### config.mk
export PLATFORM = sky130hd
export DESIGN_NAME = css_switcher
export DESIGN_NICKNAME = d
export VERILOG_FILES = /design/src/rtl/css_pkg.sv /design/src/rtl/css_decode.sv /design/src/rtl/css_switcher.sv
export SDC_FILE = /design/constraint.sdc
export NUM_CORES = 1
export LEC_CHECK = 0
export BUFFER_PORTS_ARGS = -buffer_cell sky130_fd_sc_hd__buf_2
export CELL_PAD_IN_SITES_DETAIL_PLACEMENT = 1
export CELL_PAD_IN_SITES_GLOBAL_PLACEMENT = 2
export CORE_UTILIZATION = 29
export DETAILED_ROUTE_END_ITERATION = 10
export PLACE_DENSITY_LB_ADDON = 0.1
export SLEW_MARGIN = 40
export SYNTH_ARGS = -nofsm -noshare
export SYNTH_HDL_FRONTEND = slang
export SYNTH_SLANG_ARGS = --single-unit
export TNS_END_PERCENT = 50
### constraint.sdc
create_clock -name clock -period 2.9 [get_ports clock]
set_clock_uncertainty 0.2 [all_clocks]
set_input_delay 0.145 -clock clock [delete_from_list [all_inputs] [get_ports clock]]
set_output_delay 0.145 -clock clock [all_outputs]
set_load 0.02 [all_outputs]
### src/rtl/css_pkg.sv
package css_pkg;

	// ==========================================
	// Configuration and selection layout
	localparam int unsigned NUM_CONFIGS = 3;
	localparam int unsigned IDX_WIDTH   = 2;
	localparam logic [1:0]  IDX_RESET   = 2'h0;
	localparam logic [1:0]  IDX_CFG0    = 2'h0;
	localparam logic [1:0]  IDX_CFG1    = 2'h1;
	localparam logic [1:0]  IDX_CFG2    = 2'h2;

	// ==========================================
	// Parameter group swap mask bit positions
	localparam int unsigned GRP_SETTINGS  = 0;
	localparam int unsigned GRP_MOTOR_CTL = 1;
	localparam int unsigned GRP_IO        = 2;
	localparam int unsigned GRP_COMMAND   = 3;
	localparam int unsigned GRP_APPL      = 4;
	localparam int unsigned GRP_FAULT     = 5;
	localparam int unsigned GRP_USER_MENU = 6;
	localparam int unsigned GRP_NAME      = 7;
	localparam int unsigned GRP_MOTOR_DAT = 8;
	localparam int unsigned GRP_WIDTH     = 9;
	localparam logic [8:0]  GRP_NONE      = 9'h000;
	// Motor data is swapped only per motor
	localparam logic [8:0]  GRP_MULTIMOTOR = 9'h1ff;
	localparam logic [8:0]  GRP_MULTICONF  = 9'h0ff;

	// ==========================================
	// Thermal model
	localparam int unsigned THERM_WIDTH = 16;
	localparam logic [15:0] THERM_RESET = 16'h0000;
	localparam int unsigned COOL_DIV    = 1024;

	// ==========================================
	// Control states
	typedef enum logic [2:0] {
		ST_STOPPED = 3'h1,
		ST_RUNNING = 3'h2,
		ST_FAULT   = 3'h4
	} css_state_type;

endpackage

### src/rtl/css_decode.sv
`timescale 1ns/1ps
`default_nettype none

// ==========================================
// Selection input decoder, registered
module css_decode
(
	input  wire logic       clock,
	input  wire logic       srst,
	input  wire logic       select_input_low_bit,
	input  wire logic       select_input_high_bit,
	input  wire logic       three_set_enable,
	output logic      [1:0] requested
);

	logic [1:0] next_requested;

	// High input dominates; it counts only with three sets
	always_comb
	begin
		if (select_input_high_bit && three_set_enable)
			next_requested = css_pkg::IDX_CFG2; // RULE_05
		else if (select_input_low_bit)
			next_requested = css_pkg::IDX_CFG1; // RULE_05
		else
			next_requested = css_pkg::IDX_CFG0; // RULE_05
	end

	always_ff @(posedge clock)
	begin
		if (srst)
			requested <= css_pkg::IDX_RESET;
		else
			requested <= next_requested; // RULE_16
	end

endmodule

`default_nettype wire

### src/rtl/css_switcher.sv
`timescale 1ns/1ps
`default_nettype none

// Overview of operation
// RULE_01 - Three stored configurations, one made active
// RULE_02 - Per-motor or per-configuration mode, never both
// RULE_03 - Change only while stopped and locked
// RULE_04 - Running request waits for next stop
// RULE_05 - Decode: 00->0, 10->1, x1->2
// RULE_06 - Hardware mismatch gives locked fault
// RULE_07 - Per-motor swaps all groups except switching
// RULE_08 - Per-configuration keeps motor data shared
// RULE_09 - Nothing outside listed groups is swapped
// RULE_10 - Auto-tune on first motor activation
// RULE_11 - Separate thermal state, cooling while stopped
// RULE_12 - Third set only when enabled and chosen
// RULE_13 - Interdependent values limited at switching
// RULE_14 - Programmer keeps minimum below maximum speeds
// RULE_15 - Three sets need low input assigned
// RULE_16 - Registered selection loads on first stop
// RULE_17 - Active index held through running
module css_switcher
#(
	parameter int unsigned SPEED_WIDTH = 16,
	parameter int unsigned COOL_DIV    = css_pkg::COOL_DIV
)
(
	input  wire logic                   clock,
	input  wire logic                   srst,
	input  wire logic                   select_input_low_bit,
	input  wire logic                   select_input_high_bit,
	input  wire logic                   three_set_selector,
	input  wire logic                   params_chosen,
	input  wire logic                   multimotor_mode,
	input  wire logic                   tune_on_first_run,
	input  wire logic                   drive_stopped,
	input  wire logic                   power_locked,
	input  wire logic [2:0]             hw_match,
	input  wire logic                   motor_heating,
	input  wire logic [SPEED_WIDTH-1:0] minimum_speed_limit,
	input  wire logic [SPEED_WIDTH-1:0] maximum_speed_limit,
	output logic      [1:0]             active_index,
	output logic      [8:0]             swap_groups,
	output logic                        third_parameter_set,
	output logic                        bad_config_fault,
	output logic                        switch_pending,
	output logic                        tune_request,
	output logic      [SPEED_WIDTH-1:0] min_speed_applied,
	output logic      [SPEED_WIDTH-1:0] max_speed_applied,
	output logic      [47:0]            thermal_states
);

	// ==========================================
	// Selection decode
	logic       three_ok;
	logic [1:0] requested;
	logic       stop_ok;

	assign three_ok = three_set_selector && params_chosen; // RULE_12
	assign stop_ok  = drive_stopped && power_locked;        // RULE_03

	css_decode u_decode
	(
		.clock                 (clock),
		.srst                  (srst),
		.select_input_low_bit  (select_input_low_bit),
		.select_input_high_bit (select_input_high_bit),
		.three_set_enable      (three_ok),
		.requested             (requested)
	);

	// ==========================================
	// Switching state machine
	css_pkg::css_state_type state;
	css_pkg::css_state_type next_state;
	logic [1:0]             next_active_index;
	logic                   next_fault;
	logic                   next_pending;
	logic [8:0]             next_swap_groups;
	logic                   next_third;
	logic [2:0]             next_tuned;
	logic [2:0]             tuned;
	logic                   next_tune_request;
	logic [SPEED_WIDTH-1:0] next_min_applied;
	logic [SPEED_WIDTH-1:0] next_max_applied;

	// Index moves only on a stop; fault is left by a good stop selection
	always_comb
	begin
		next_state        = state;
		next_active_index = active_index;
		next_fault        = bad_config_fault;
		next_tuned        = tuned;
		next_tune_request = 1'b0;
		next_pending      = (requested != active_index); // RULE_04
		unique case (state)
			css_pkg::ST_STOPPED:
			begin
				if (stop_ok)
				begin
					next_active_index = requested; // RULE_01 RULE_16
					next_pending      = 1'b0;
					if (!hw_match[requested])
					begin
						next_state = css_pkg::ST_FAULT; // RULE_06
						next_fault = 1'b1;
					end
					else if (multimotor_mode && tune_on_first_run
						&& !tuned[requested])
					begin
						next_tune_request        = 1'b1; // RULE_10
						next_tuned[requested]    = 1'b1;
					end
				end
				if (!drive_stopped && hw_match[active_index])
					next_state = css_pkg::ST_RUNNING;
			end
			css_pkg::ST_RUNNING:
			begin
				// Inputs ignored here; the index is frozen
				if (drive_stopped)
					next_state = css_pkg::ST_STOPPED; // RULE_17
			end
			css_pkg::ST_FAULT:
			begin
				// Locked: recover only by a valid selection at a stop
				if (stop_ok && hw_match[requested])
				begin
					next_state        = css_pkg::ST_STOPPED;
					next_fault        = 1'b0;
					next_active_index = requested; // RULE_06
				end
			end
			default:
				next_state = css_pkg::ST_FAULT;
		endcase
		// One mode at a time picks the swap set
		if (multimotor_mode)
			next_swap_groups = css_pkg::GRP_MULTIMOTOR; // RULE_02 RULE_07
		else
			next_swap_groups = css_pkg::GRP_MULTICONF; // RULE_08 RULE_09
		next_third = three_ok; // RULE_12
		// Clamp so minimum never exceeds maximum in the new set
		next_max_applied = maximum_speed_limit;
		if (minimum_speed_limit > maximum_speed_limit)
			next_min_applied = maximum_speed_limit; // RULE_13 RULE_14
		else
			next_min_applied = minimum_speed_limit;
	end

	always_ff @(posedge clock)
	begin
		if (srst)
		begin
			state               <= css_pkg::ST_STOPPED;
			active_index        <= css_pkg::IDX_RESET;
			bad_config_fault    <= 1'b0;
			switch_pending      <= 1'b0;
			tuned               <= 3'h0;
			tune_request        <= 1'b0;
			swap_groups         <= css_pkg::GRP_NONE;
			third_parameter_set <= 1'b0;
			min_speed_applied   <= '0;
			max_speed_applied   <= '0;
		end
		else
		begin
			state               <= next_state;
			active_index        <= next_active_index;
			bad_config_fault    <= next_fault;
			switch_pending      <= next_pending;
			tuned               <= next_tuned;
			tune_request        <= next_tune_request;
			swap_groups         <= next_swap_groups;
			third_parameter_set <= next_third;
			min_speed_applied   <= next_min_applied;
			max_speed_applied   <= next_max_applied;
		end
	end

	// ==========================================
	// Per-motor thermal states
	logic [9:0] cool_cnt;
	logic [9:0] next_cool_cnt;
	logic       cool_tick;

	// Shared divider keeps cooling slow relative to heating
	always_comb
	begin
		cool_tick     = (cool_cnt == 10'(COOL_DIV - 1));
		next_cool_cnt = cool_tick ? 10'h000 : cool_cnt + 10'h001;
	end

	always_ff @(posedge clock)
	begin
		if (srst)
			cool_cnt <= 10'h000;
		else
			cool_cnt <= next_cool_cnt;
	end

	genvar m;
	generate
		for (m = 0; m < 3; m++)
		begin : g_therm
			logic [15:0] therm;
			logic [15:0] next_therm;
			logic        is_on;
			// Idle motors keep cooling; only power loss forgets
			always_comb
			begin
				is_on      = (active_index == 2'(m)) && !drive_stopped;
				next_therm = therm;
				if (is_on && motor_heating && therm != 16'hffff)
					next_therm = therm + 16'h0001; // RULE_11
				else if (!(is_on && motor_heating) && cool_tick
					&& therm != 16'h0000)
					next_therm = therm - 16'h0001; // RULE_11
			end
			always_ff @(posedge clock)
			begin
				if (srst)
					therm <= css_pkg::THERM_RESET;
				else
					therm <= next_therm;
			end
		end
	endgenerate

	// One driver for the packed view; each slice is a motor's flop
	assign thermal_states = {g_therm[2].therm, g_therm[1].therm,
		g_therm[0].therm}; // RULE_11
endmodule

`default_nettype wire

==> summary.md, run 1 <==
| Metric | Value |
|---|---|
| Status | finished, violations left |
| Failing checks | setup timing |
| Full die area | 0.0228 mm² |
| Slew Viols, Final | 0 |
| Vias in the first global route | 7,450 |
| Placer congestion estimate | 0.823 |
| Grt total ovfl | 0 |
| Period Utilization, post-route | 1.08 |
| Hold Crit Start | srst |
| Clock Latency Late Sink | 0.35 ns |
| H-tree depth | 3 |
| Worst hold path depth | 2 |
| CTS root buffer | clkbuf_16 |
| Reg-to-Reg End | g_therm[0].therm[10] |
| Iteration-0 DRC Markers | 174 |
| Cells after DPL | 1,302 |
| Dominant synthesized flop cell | dfxtp_1 |
| Slew @ Worst Pin | 0.696 ns |
| Post-Syn Nets | 882 |
| Asr flop ratio synth | 0 |
| CORE AREA | 0.0218 mm² |
| First-pass GRT wire length | 37,000 µm |
| Antenna cells | 0 |
| Worst Hold Class | primary input to flop |
| Sequential fraction of the synthesis area | 0.329 |
| Max IR drop VDD | 335 µV |
| Worst relative slew slack | 0.532 |
| Min cycle time layout | 3.14 ns |
| Die X-Extent | 151 µm |
| Max Fclk | 319 MHz |
| Starting Density | 0.295 |
| YS warnings | 0 |
| Total global-route track usage | 0.205 |
| Power density over cell area | 409 mW/mm² |
| Setup crit end kind | flop |
| Req. time, crit path | 2.99 ns |
| Kind of critical path | flop to flop |
| WL final | 23,000 µm |
| Drt wl/cell | 16.6 µm |
| Via Count | 6,901 |
| Dpl ws | -0.355 ns |
| Initial antenna violation count | 1 |
| Final TNS setup | -1.64 ns |
| Post-synth EDFFs | 0 |
| Avg Cell Area, Syn | 8.36 µm² |
| Endpoints failing setup | 14 |
| IO buf count | 140 |
| Clock tree buffer depth | 2 |
| Fin nets | 1,216 |
| Max Cap Violations | 0 |
| Setup ws final | -0.239 ns |
| Vias per cell | 4.96 |
| Multi-input gate area | 0.00473 mm² |
| Layout area overhead | 59.8% |
| RR Startpoint | g_therm[0].therm[12] |
| Most frequent cells in the layout | buf_4 (163), buf_2 (139), nor2_1 (118), dfxtp_1 (56), ha_1 (41) |
| Library cells used by synthesis | 61 |
| Largest net degree at the start of global routing | 39 |
| Final Hold Viols | 0 |
| Reg2reg setup slack | -0.24 ns |
| Share of cells above drive strength 1 | 0.447 |
| RSZ-0062 raised after global routing | yes |
| CTS Sinks | 106 |
| DRT antenna net count | 0 |
| Cell Rows | 54 |
| Num ports | 141 |
| CTS tree | built |
| Cells after Synth | 771 |
| Hold EP | g_therm[1].therm[9] |
| Sequential Area | 0.00228 mm² |
| Max Fanout on Critical Path | 3 |
| Finished Layout Cells | 1,390 |
| Leak | 4.87 nW |
| Die height | 151 µm |
| Num CTS Buffers | 9 |
| Crit path DAT | 3.23 ns |
| DRC | 0 |
| Critical path launch point type | flop |
| Mapped cell area | 0.00644 mm² |
| DRT Pass-1 Iters | 4 |
| Post-DP HPWL | 17,000 µm |
| Clock-pin transition on the worst setup and hold timing paths | 0.08 ns |
| # fillers | 2,558 |
| Yosys reg bits | 106 |
| Worst reg-to-reg path cell count | 13 |
| Commonest non-fill, non-tap cell in the layout | buf_4 |
metrics by stage:
step	area (µm²)	hold WS [ns]	total power, mW	utilization
final	10300	0.0258	4.22	0.472
after detailed placement	8740	0.181	2.67	0.400
after global placement	8740	0.187	2.64	0.400
after CTS	9990	0.0177	4.16	0.458
after floorplan	6770	0.0285	2.24	-
after global routing	10300	0.0467	4.45	0.472
worst max-delay path by stage:
stage | start | endpoint | slack (ns) | cells past startpoint
2_1_floorplan | g_therm[2].therm[5] | g_therm[2].therm[13] | -0.009 | 13
4_1_cts | g_therm[0].therm[5] | g_therm[0].therm[10] | -0.21 | 13
6_report | g_therm[0].therm[12] | g_therm[0].therm[10] | -0.24 | 13
3_3_place_gp | g_therm[0].therm[3] | g_therm[0].therm[10] | -0.25 | 13
3_5_place_dp | g_therm[0].therm[3] | g_therm[0].therm[10] | -0.35 | 13
5_1_grt | g_therm[0].therm[12] | g_therm[0].therm[10] | -0.36 | 13
cell usage after synthesis, drive strengths merged, types with 12 or more instances:
cell type | count | area share
a21o | 15 | 0.017
a21oi | 62 | 0.048
buf | 19 | 0.018
clkbuf | 13 | 0.0076
dfxtp | 106 | 0.33
ha | 62 | 0.12
inv | 37 | 0.022
mux2i | 35 | 0.054
nand2 | 34 | 0.020
nand3 | 21 | 0.016
nand4 | 20 | 0.019
nor2 | 123 | 0.072
nor2b | 16 | 0.016
nor3 | 16 | 0.013
nor4 | 18 | 0.017
o21a | 12 | 0.014
o21ai | 24 | 0.019
xnor2 | 21 | 0.029
xor2 | 18 | 0.024
critical path, cell delays in order (launching register included):
cell and delay [ns]:
dfxtp_4 0.35, nand4_1 0.18, nor4_4 0.35, or2_4 0.21, inv_2 0.05, fa_2 0.38, nor2b_4 0.13, o21a_1 0.17
o21ai_2 0.09, a21oi_4 0.22, o21a_1 0.16, o21ai_1 0.08, or4_1 0.41, nand3_1 0.09
state kept, by name, summed over array words and instances, names as in the netlist:
signal	count
g_therm.therm	48
max_speed_applied	16
tune_request	1
u_decode.requested	2
state	3
cool_cnt	10
switch_pending	1
bad_config_fault	1
third_parameter_set	1
active_index	2
tuned	3
swap_groups	2
min_speed_applied	16
power by group:
part | internal (mW) | switching, mW
Clock | 0.685 | 0.614
Combinational | 0.662 | 0.690
Sequential | 1.51 | 0.0502
Total | 2.86 | 1.35
layout make-up:
type | instances | share of cell area
clock buffers | 10 | 0.0222
clock inverters | 6 | 0.00705
inverters | 37 | 0.0148
multi-input cells | 597 | 0.459
flip-flops and latches | 106 | 0.221
well taps | 280 | 0.0340
repair buffers | 354 | 0.241
timing repair:
action | 4_1_cts | 5_1_grt
pin swaps | 57 | 55
hold buffers | 40 | 0
cloned | 1 | 0
hold endpoints to repair | 37 | 0
resized for setup | 72 | 54
buffers inserted | 28 | 7
endpoints found under the setup margin | 27 | 44
layer usage:
| metal | wire length (µm) | vias to the layer above | track usage |
|---|---|---|---|
| li1 | - | 3418 | - |
| met1 | 10600 | 3307 | 0.252 |
| met2 | 11000 | 144 | 0.363 |
| met3 | 1020 | 30 | 0.0377 |
| met4 | 380 | 2 | 0.0550 |
| met5 | 13 | - | 0 |
kinds of logic after synthesis:
group	after synthesis	synth area share
fa+ha+maj	65	0.130
compound gates	160	0.157
flops	106	0.329
xor+xnor	39	0.0530
buf+inv	69	0.0468
mux	37	0.0579
simple gates	295	0.226
Note: power is estimated with default switching activity, not from simulation.
==> run 2: changes to the inputs <==
--- a/config.mk
+++ b/config.mk
@@ -10,6 +10,7 @@
 export CELL_PAD_IN_SITES_GLOBAL_PLACEMENT = 2
 export CORE_UTILIZATION = 29
 export DETAILED_ROUTE_END_ITERATION = 10
+export GPL_TIMING_DRIVEN = 0
 export PLACE_DENSITY_LB_ADDON = 0.1
 export SLEW_MARGIN = 40
 export SYNTH_ARGS = -nofsm -noshare
==> run 2 against run 1 <==
The run still ends with setup timing left. Count of clock-buffer cells in the layout fell by 1. Sequential cell count is the same. Final cell count fell by 3.8%. Critical path type unchanged. Critical endpoint unchanged. Highest routed layer unchanged.
==> summary.md, run 2 (synthesis results as in run 1) <==
| Metric | Value |
|---|---|
| Kind of critical path | flop to flop |
| Total global-route track usage | 0.205 (about the same) |
| Layout area overhead | 52.5% |
| Period Utilization, post-route | 1.08 (+0.00240) |
| Max IR drop VDD | 239 µV (-29%) |
| Num CTS Buffers | 9 (unchanged) |
| Post-DP HPWL | 16,200 µm (-5.2%) |
| Num ports | 141 (unchanged) |
| RSZ-0062 raised after global routing | yes |
| Max Fclk | 318 MHz (-0.22%) |
| Die height | 151 µm (unchanged) |
| Fin nets | 1,161 (-4.5%) |
| Crit-path max cell delay | 0.41 ns (about the same) |
| Vias per cell | 5.08 (+2.2%) |
| Finished Layout Cells | 1,337 (-3.8%) |
| Min cycle time layout | 3.15 ns (+0.00697 ns) |
| Crit path DAT | 3.24 ns (about the same) |
| Final Power | 4.12 mW (-2.3%) |
| Max reg flops | 48 (unchanged) |
| Vias in the first global route | 6,991 (-6.2%) |
| WL final | 23,700 µm (+2.9%) |
| DRT antenna net count | 0 (unchanged) |
| Cells after DPL | 1,191 (-8.5%) |
| Grt total ovfl | 0 (unchanged) |
| Initial antenna violation count | 3 (+2) |
| Drt wl/cell | 17.7 µm (+7.0%) |
| Slew @ Worst Pin | 0.819 ns (+0.123 ns) |
| Max Fanout on Critical Path | 5 (+2) |
| Hold WS | 0.0241 ns (-0.00170 ns) |
| DRC | 0 (unchanged) |
| # fillers | 2,561 (+0.12%) |
| Iteration-0 DRC Markers | 174 (unchanged) |
| CTS root buffer | clkbuf_16 |
| Clock Latency Late Sink | 0.37 ns (+0.02 ns) |
| IO buf count | 140 (unchanged) |
| Setup ws final | -0.245 ns (-0.00697 ns) |
| Clock-pin transition on the worst setup and hold timing paths | 0.08 ns (about the same) |
| DRT Pass-1 Iters | 4 (unchanged) |
| Most frequent cells in the layout | buf_2 (147), nor2_1 (116), buf_4 (78), dfxtp_1 (56) |
| Worst Hold Class | primary input to flop |
| CTS tree | built |
| Clock tree buffer depth | 2 (unchanged) |
| Worst relative slew slack | 0.449 (-0.0826) |
| Endpoints failing setup | 23 (+9) |
| Placer congestion estimate | 0.848 (+3.0%) |
| Max Cap Violations | 0 (unchanged) |
| Die X-Extent | 151 µm (unchanged) |
| Full die area | 0.0228 mm² (unchanged) |
| CORE AREA | 0.0218 mm² (unchanged) |
| Cell Rows | 54 (unchanged) |
| Critical path launch point type | flop |
| CP max stage cell | or4_1 |
| Starting Density | 0.295 (unchanged) |
| Sequential Area | 0.00229 mm² (+0.44%) |
| Leak | 4.54 nW (-6.8%) |
| CTS Sinks | 106 (unchanged) |
| Commonest non-fill, non-tap cell in the layout | buf_2 |
| Crit path cell chain | nand4_1 > nor4_2 > or2_4 > inv_4 > fa_2 > nor2b_4 > o21a_1 > o21ai_2 > a21oi_2 > o21a_1 > o21ai_2 > or4_1 > nand3_1 |
| Status | finished, violations left |
| Biggest register | g_therm.therm |
| Req. time, crit path | 3.00 ns (about the same) |
| Largest net degree at the start of global routing | 21 (-46%) |
| Failing checks | setup timing |
| Largest regs | g_therm.therm (48), max_speed_applied (16), min_speed_applied (16) |
| Share of cells above drive strength 1 | 0.404 (-0.0431) |
| Final Hold Viols | 0 (unchanged) |
| Multi-input gate area | 0.00471 mm² (-0.45%) |
| Slew Viols, Final | 0 (unchanged) |
| Power density over cell area | 419 mW/mm² (+2.3%) |
| H-tree depth | 3 (unchanged) |
| Via Count | 6,786 (-1.7%) |
| First-pass GRT wire length | 36,100 µm (-2.3%) |
| Setup crit end kind | flop |
[run 2: changes by cell type in the layout (fill, tap and decap cells not counted), moves of 3 or more]
cell / change
clkbuf_1: +12
buf_4: -85
buf_6: +3
a21oi_4: -3
a21oi_2: +4
dfxtp_4: +4
buf_2: +8
dfxtp_2: -4
[run 2: worst paths after layout]
check	endpoint	slack, ns	depth (start not counted)	start
worst max-delay path	g_therm[0].therm[10]	-0.25	13	g_therm[0].therm[5]
worst max register to register	g_therm[0].therm[10]	-0.25	13	g_therm[0].therm[5]
worst min-delay path	state[1]	0.02	4	drive_stopped
worst min register to register	tuned[2]	0.28	1	tuned[2]
[run 2: layout make-up]
cell class | count | area share
buffer | 32 | 0.0193
multi-input combinational | 597 | 0.479
inverter | 37 | 0.0157
antenna | 2 | 0.000509
tap | 280 | 0.0356
clock buffer | 9 | 0.0229
clock inverter | 7 | 0.00675
timing repair inverter | 1 | 0.000636
sequential | 106 | 0.233
timing repair buffer | 266 | 0.187
[run 2: report_power, final]
| part | internal [mW] | total (mW) | leakage, nW | switching (mW) |
|---|---|---|---|---|
| registers | 1.51 | 1.58 | 0.904 | 0.0713 |
| clock network | 0.608 | 1.27 | 0.144 | 0.657 |
| logic | 0.606 | 1.27 | 3.49 | 0.662 |
| total | 2.73 | 4.12 | 4.54 | 1.39 |
[run 2: per-layer routing]
metal  vias to the layer above  wire, µm  track usage  part of all wire
li1                       3318         -            -                 -
met1                      3280     10900        0.254              0.46
met2                       153     11000        0.341              0.47
met3                        33      1190       0.0461             0.050
met4                         2       610       0.0865             0.026
met5                         -        13            0           0.00055
[run 2: timing repair]
action                     4_1_cts  5_1_grt
setup endpoints to repair       29       46
hold buffers                    41        0
cloned                           3        0
pin swaps                       44       63
resized for setup               69       74
setup buffers                   57       31
hold endpoints to repair        37        0
[run 2: critical path, delay by kind of cell, from the launching register on]
family	cells	cell delay [ns]
buf+inv	1	0.05
flops	1	0.35
simple gates	6	1.38
compound gates	5	0.75
fa+ha+maj	1	0.36
[run 2: metrics by stage]
step                      cell area [µm²]  utilization  setup slack (ns)  setup TNS [ns]
after floorplan                      6770            -          -0.00896         -0.0167
after global placement               7820        0.358            -0.447           -5.90
after detailed placement             7820        0.358            -0.536           -6.88
after CTS                            9250        0.424            -0.157           -1.63
after global routing                 9830        0.450            -0.423           -7.17
final                                9830        0.450            -0.245           -2.55
==> run 3: changes to the inputs <==
==> constraint.sdc (replaced) <==
create_clock -name clock -period 2.9 [get_ports clock]
set_clock_uncertainty 0.2 [all_clocks]
set_input_delay 0.58 -clock clock [delete_from_list [all_inputs] [get_ports clock]]
set_output_delay 0.58 -clock clock [all_outputs]
set_load 0.02 [all_outputs]
==> run 3 against run 2 <==
The flow still finishes with violations (setup timing). Combinational power decreased by 13%. Core utilization decreased by 2.7 points. First-iteration DRC count decreased by 9.8%. Worst hold slack improved by 0.22 ns. Sequential share of layout area increased by 1.2 points. Total power decreased by 2.5%. Count of clock-buffer cells in the layout unchanged. Global-route usage decreased by 0.63 points. Critical path type unchanged. Critical endpoint is now g_therm[1].therm[15]. Highest routed layer unchanged.
==> summary.md, run 3 (synthesis results as in run 1) <==
| Metric | Value |
|---|---|
| Status | finished, violations left |
| Failing checks | setup timing |
| IO buf count | 140 (unchanged) |
| Hold-fix buffers, CTS | 0 (-100%) |
| Layout area overhead | 43.5% |
| Num ports | 141 (unchanged) |
| Placer congestion estimate | 0.802 (-5.4%) |
| Drt wl/cell | 17.9 µm (+0.89%) |
| Reg2reg setup slack | -0.29 ns (-0.05 ns) |
| DRC | 0 (unchanged) |
| Clock Latency Late Sink | 0.37 ns (about the same) |
| Grt total ovfl | 0 (unchanged) |
| Fin nets | 1,101 (-5.2%) |
| RSZ-0062 raised after global routing | yes |
| Iteration-0 DRC Markers | 157 (-9.8%) |
| H-tree depth | 3 (unchanged) |
| Period Utilization, post-route | 1.10 (+0.0159) |
| Die X-Extent | 151 µm (unchanged) |
| CTS Sinks | 106 (unchanged) |
| Endpoints failing setup | 21 (-8.7%) |
| Req. time, crit path | 2.96 ns (-0.04 ns) |
| Total global-route track usage | 0.199 (-0.00628) |
| Full die area | 0.0228 mm² (unchanged) |
| Vias per cell | 5.09 (+0.32%) |
| Max Cap Violations | 0 (unchanged) |
| Slew @ Worst Pin | 0.780 ns (-0.0393 ns) |
| Clock-pin transition on the worst setup and hold timing paths | 0.09 ns (about the same) |
| Placed cell areas | 0.00772 mm² (-1.2%) |
| Hold WS | 0.244 ns (+0.220 ns) |
| Crit-path max cell delay | 0.38 ns (-0.03 ns) |
| Crit path cell chain | nor2b_4 > nand2b_4 > or2_4 > buf_12 > buf_4 > ha_4 > and2_4 > a221o_1 > a21o_1 > nor2_2 > a21oi_2 > o31ai_4 > a31oi_4 > mux2_4 |
| Commonest non-fill, non-tap cell in the layout | buf_2 |
| Cell Rows | 54 (unchanged) |
| Crit path DAT | 3.25 ns (about the same) |
| Via Count | 6,507 (-4.1%) |
| CTS root buffer | clkbuf_16 |
| First-pass GRT wire length | 35,000 µm (-3.1%) |
| Min cycle time layout | 3.19 ns (+0.0460 ns) |
| Slew Viols, Final | 0 (unchanged) |
| Power density over cell area | 434 mW/mm² (+3.6%) |
| Max IR drop VDD | 250 µV (+4.7%) |
| WL final | 22,900 µm (-3.6%) |
| CORE AREA | 0.0218 mm² (unchanged) |
| Max reg flops | 48 (unchanged) |
| Starting Density | 0.295 (unchanged) |
| Max Fclk | 313 MHz (-1.4%) |
| Largest regs | g_therm.therm (48), max_speed_applied (16), min_speed_applied (16) |
| Share of cells above drive strength 1 | 0.403 (-0.000776) |
| DRT antenna net count | 0 (unchanged) |
| CTS tree | built |
| Clock tree buffer depth | 2 (unchanged) |
| Setup crit end kind | flop |
| Worst Hold Class | primary input to flop |
| Die height | 151 µm (unchanged) |
| Initial antenna violation count | 4 (+1) |
| Worst relative slew slack | 0.480 (+0.0312) |
| DRT Pass-1 Iters | 4 (unchanged) |
| Num CTS Buffers | 9 (unchanged) |
| Biggest register | g_therm.therm |
| Most frequent cells in the layout | buf_2 (148), nor2_1 (117), buf_4 (66), dfxtp_1 (57), a21oi_1 (42) |
| Critical path launch point type | flop |
| CP max stage cell | dfxtp_4 |
| Setup ws final | -0.291 ns (-0.0460 ns) |
| Max Fanout on Critical Path | 8 (+3) |
| Final Instance Area | 0.00925 mm² (-5.9%) |
| Vias in the first global route | 6,714 (-4.0%) |
| Final Hold Viols | 0 (unchanged) |
| Post-DP HPWL | 16,100 µm (-0.28%) |
| Leak | 4.24 nW (-6.6%) |
| Largest net degree at the start of global routing | 23 (+9.5%) |
| Kind of critical path | flop to flop |
-- run 3: cell count changes in the layout (fill, tap and decap cells not counted), moves of 6 or more --
cell | before | now
buf_4 | 78 | 66
dfxtp_2 | 8 | 16
dlygate4sd3_1 | 41 | 0
dfxtp_4 | 42 | 33
buf_6 | 11 | 5
-- run 3: critical path, delay by kind of cell (launching register included) --
kind	cells	cell delay, ns
flops	1	0.38
buf+inv	2	0.29
simple gates	5	0.73
fa+ha+maj	1	0.27
compound gates	5	0.88
mux	1	0.31
-- run 3: stage by stage --
stage          cells   util  total power, mW  TNS [ns]  setup slack [ns]
6_report        1278  0.424             4.01     -2.10            -0.291
5_1_grt         1276  0.424             4.22     -5.89            -0.372
4_1_cts         1264  0.410             4.03     -1.68            -0.203
3_5_place_dp    1191  0.354             2.58    -18.71            -0.833
3_3_place_gp    1191  0.354             2.55    -17.01            -0.772
2_1_floorplan    771      -             2.29     -1.30            -0.211
-- run 3: where the power goes --
part | internal (mW) | switching (mW) | leakage, nW
Combinational | 0.492 | 0.607 | 3.18
Sequential | 1.52 | 0.0709 | 0.901
Clock | 0.625 | 0.703 | 0.152
Total | 2.63 | 1.38 | 4.24
-- run 3: repair_timing --
item / 4_1_cts / 5_1_grt
endpoints found under the setup margin: 31 / 36
gates cloned: 2 / 0
pin swaps: 61 / 51
setup buffers: 55 / 14
gates resized for setup: 127 / 43
endpoints found under the hold margin: 0 / 0
-- run 3: path summary, 6_finish.rpt --
check                                      startpoint                     to  cells past startpoint
worst max-delay path                  active_index[0]   g_therm[1].therm[15]                     14
worst min-delay path            select_input_high_bit  u_decode.requested[1]                      2
worst max register to register        active_index[0]   g_therm[1].therm[15]                     14
worst min register to register               tuned[0]               tuned[0]                      1
-- run 3: layout make-up --
type	count	area (µm²)
Inverter	37	151
Tap cell	280	350
Sequential cell	106	2270
Antenna cell	3	7.51
Buffer	32	181
Clock inverter	7	88.8
Clock buffer	9	225
Fill cell	2548	12600
Timing Repair Buffer	207	1290
Multi-Input combinational cell	597	4690
-- run 3: routing by layer --
layer  vias up  part of all wire  track usage
li1       3201                 -            -
met5         -           0.00057            0
met1      3137              0.46        0.245
met3        27             0.054       0.0467
met2       140              0.47        0.338
met4         2             0.018       0.0655
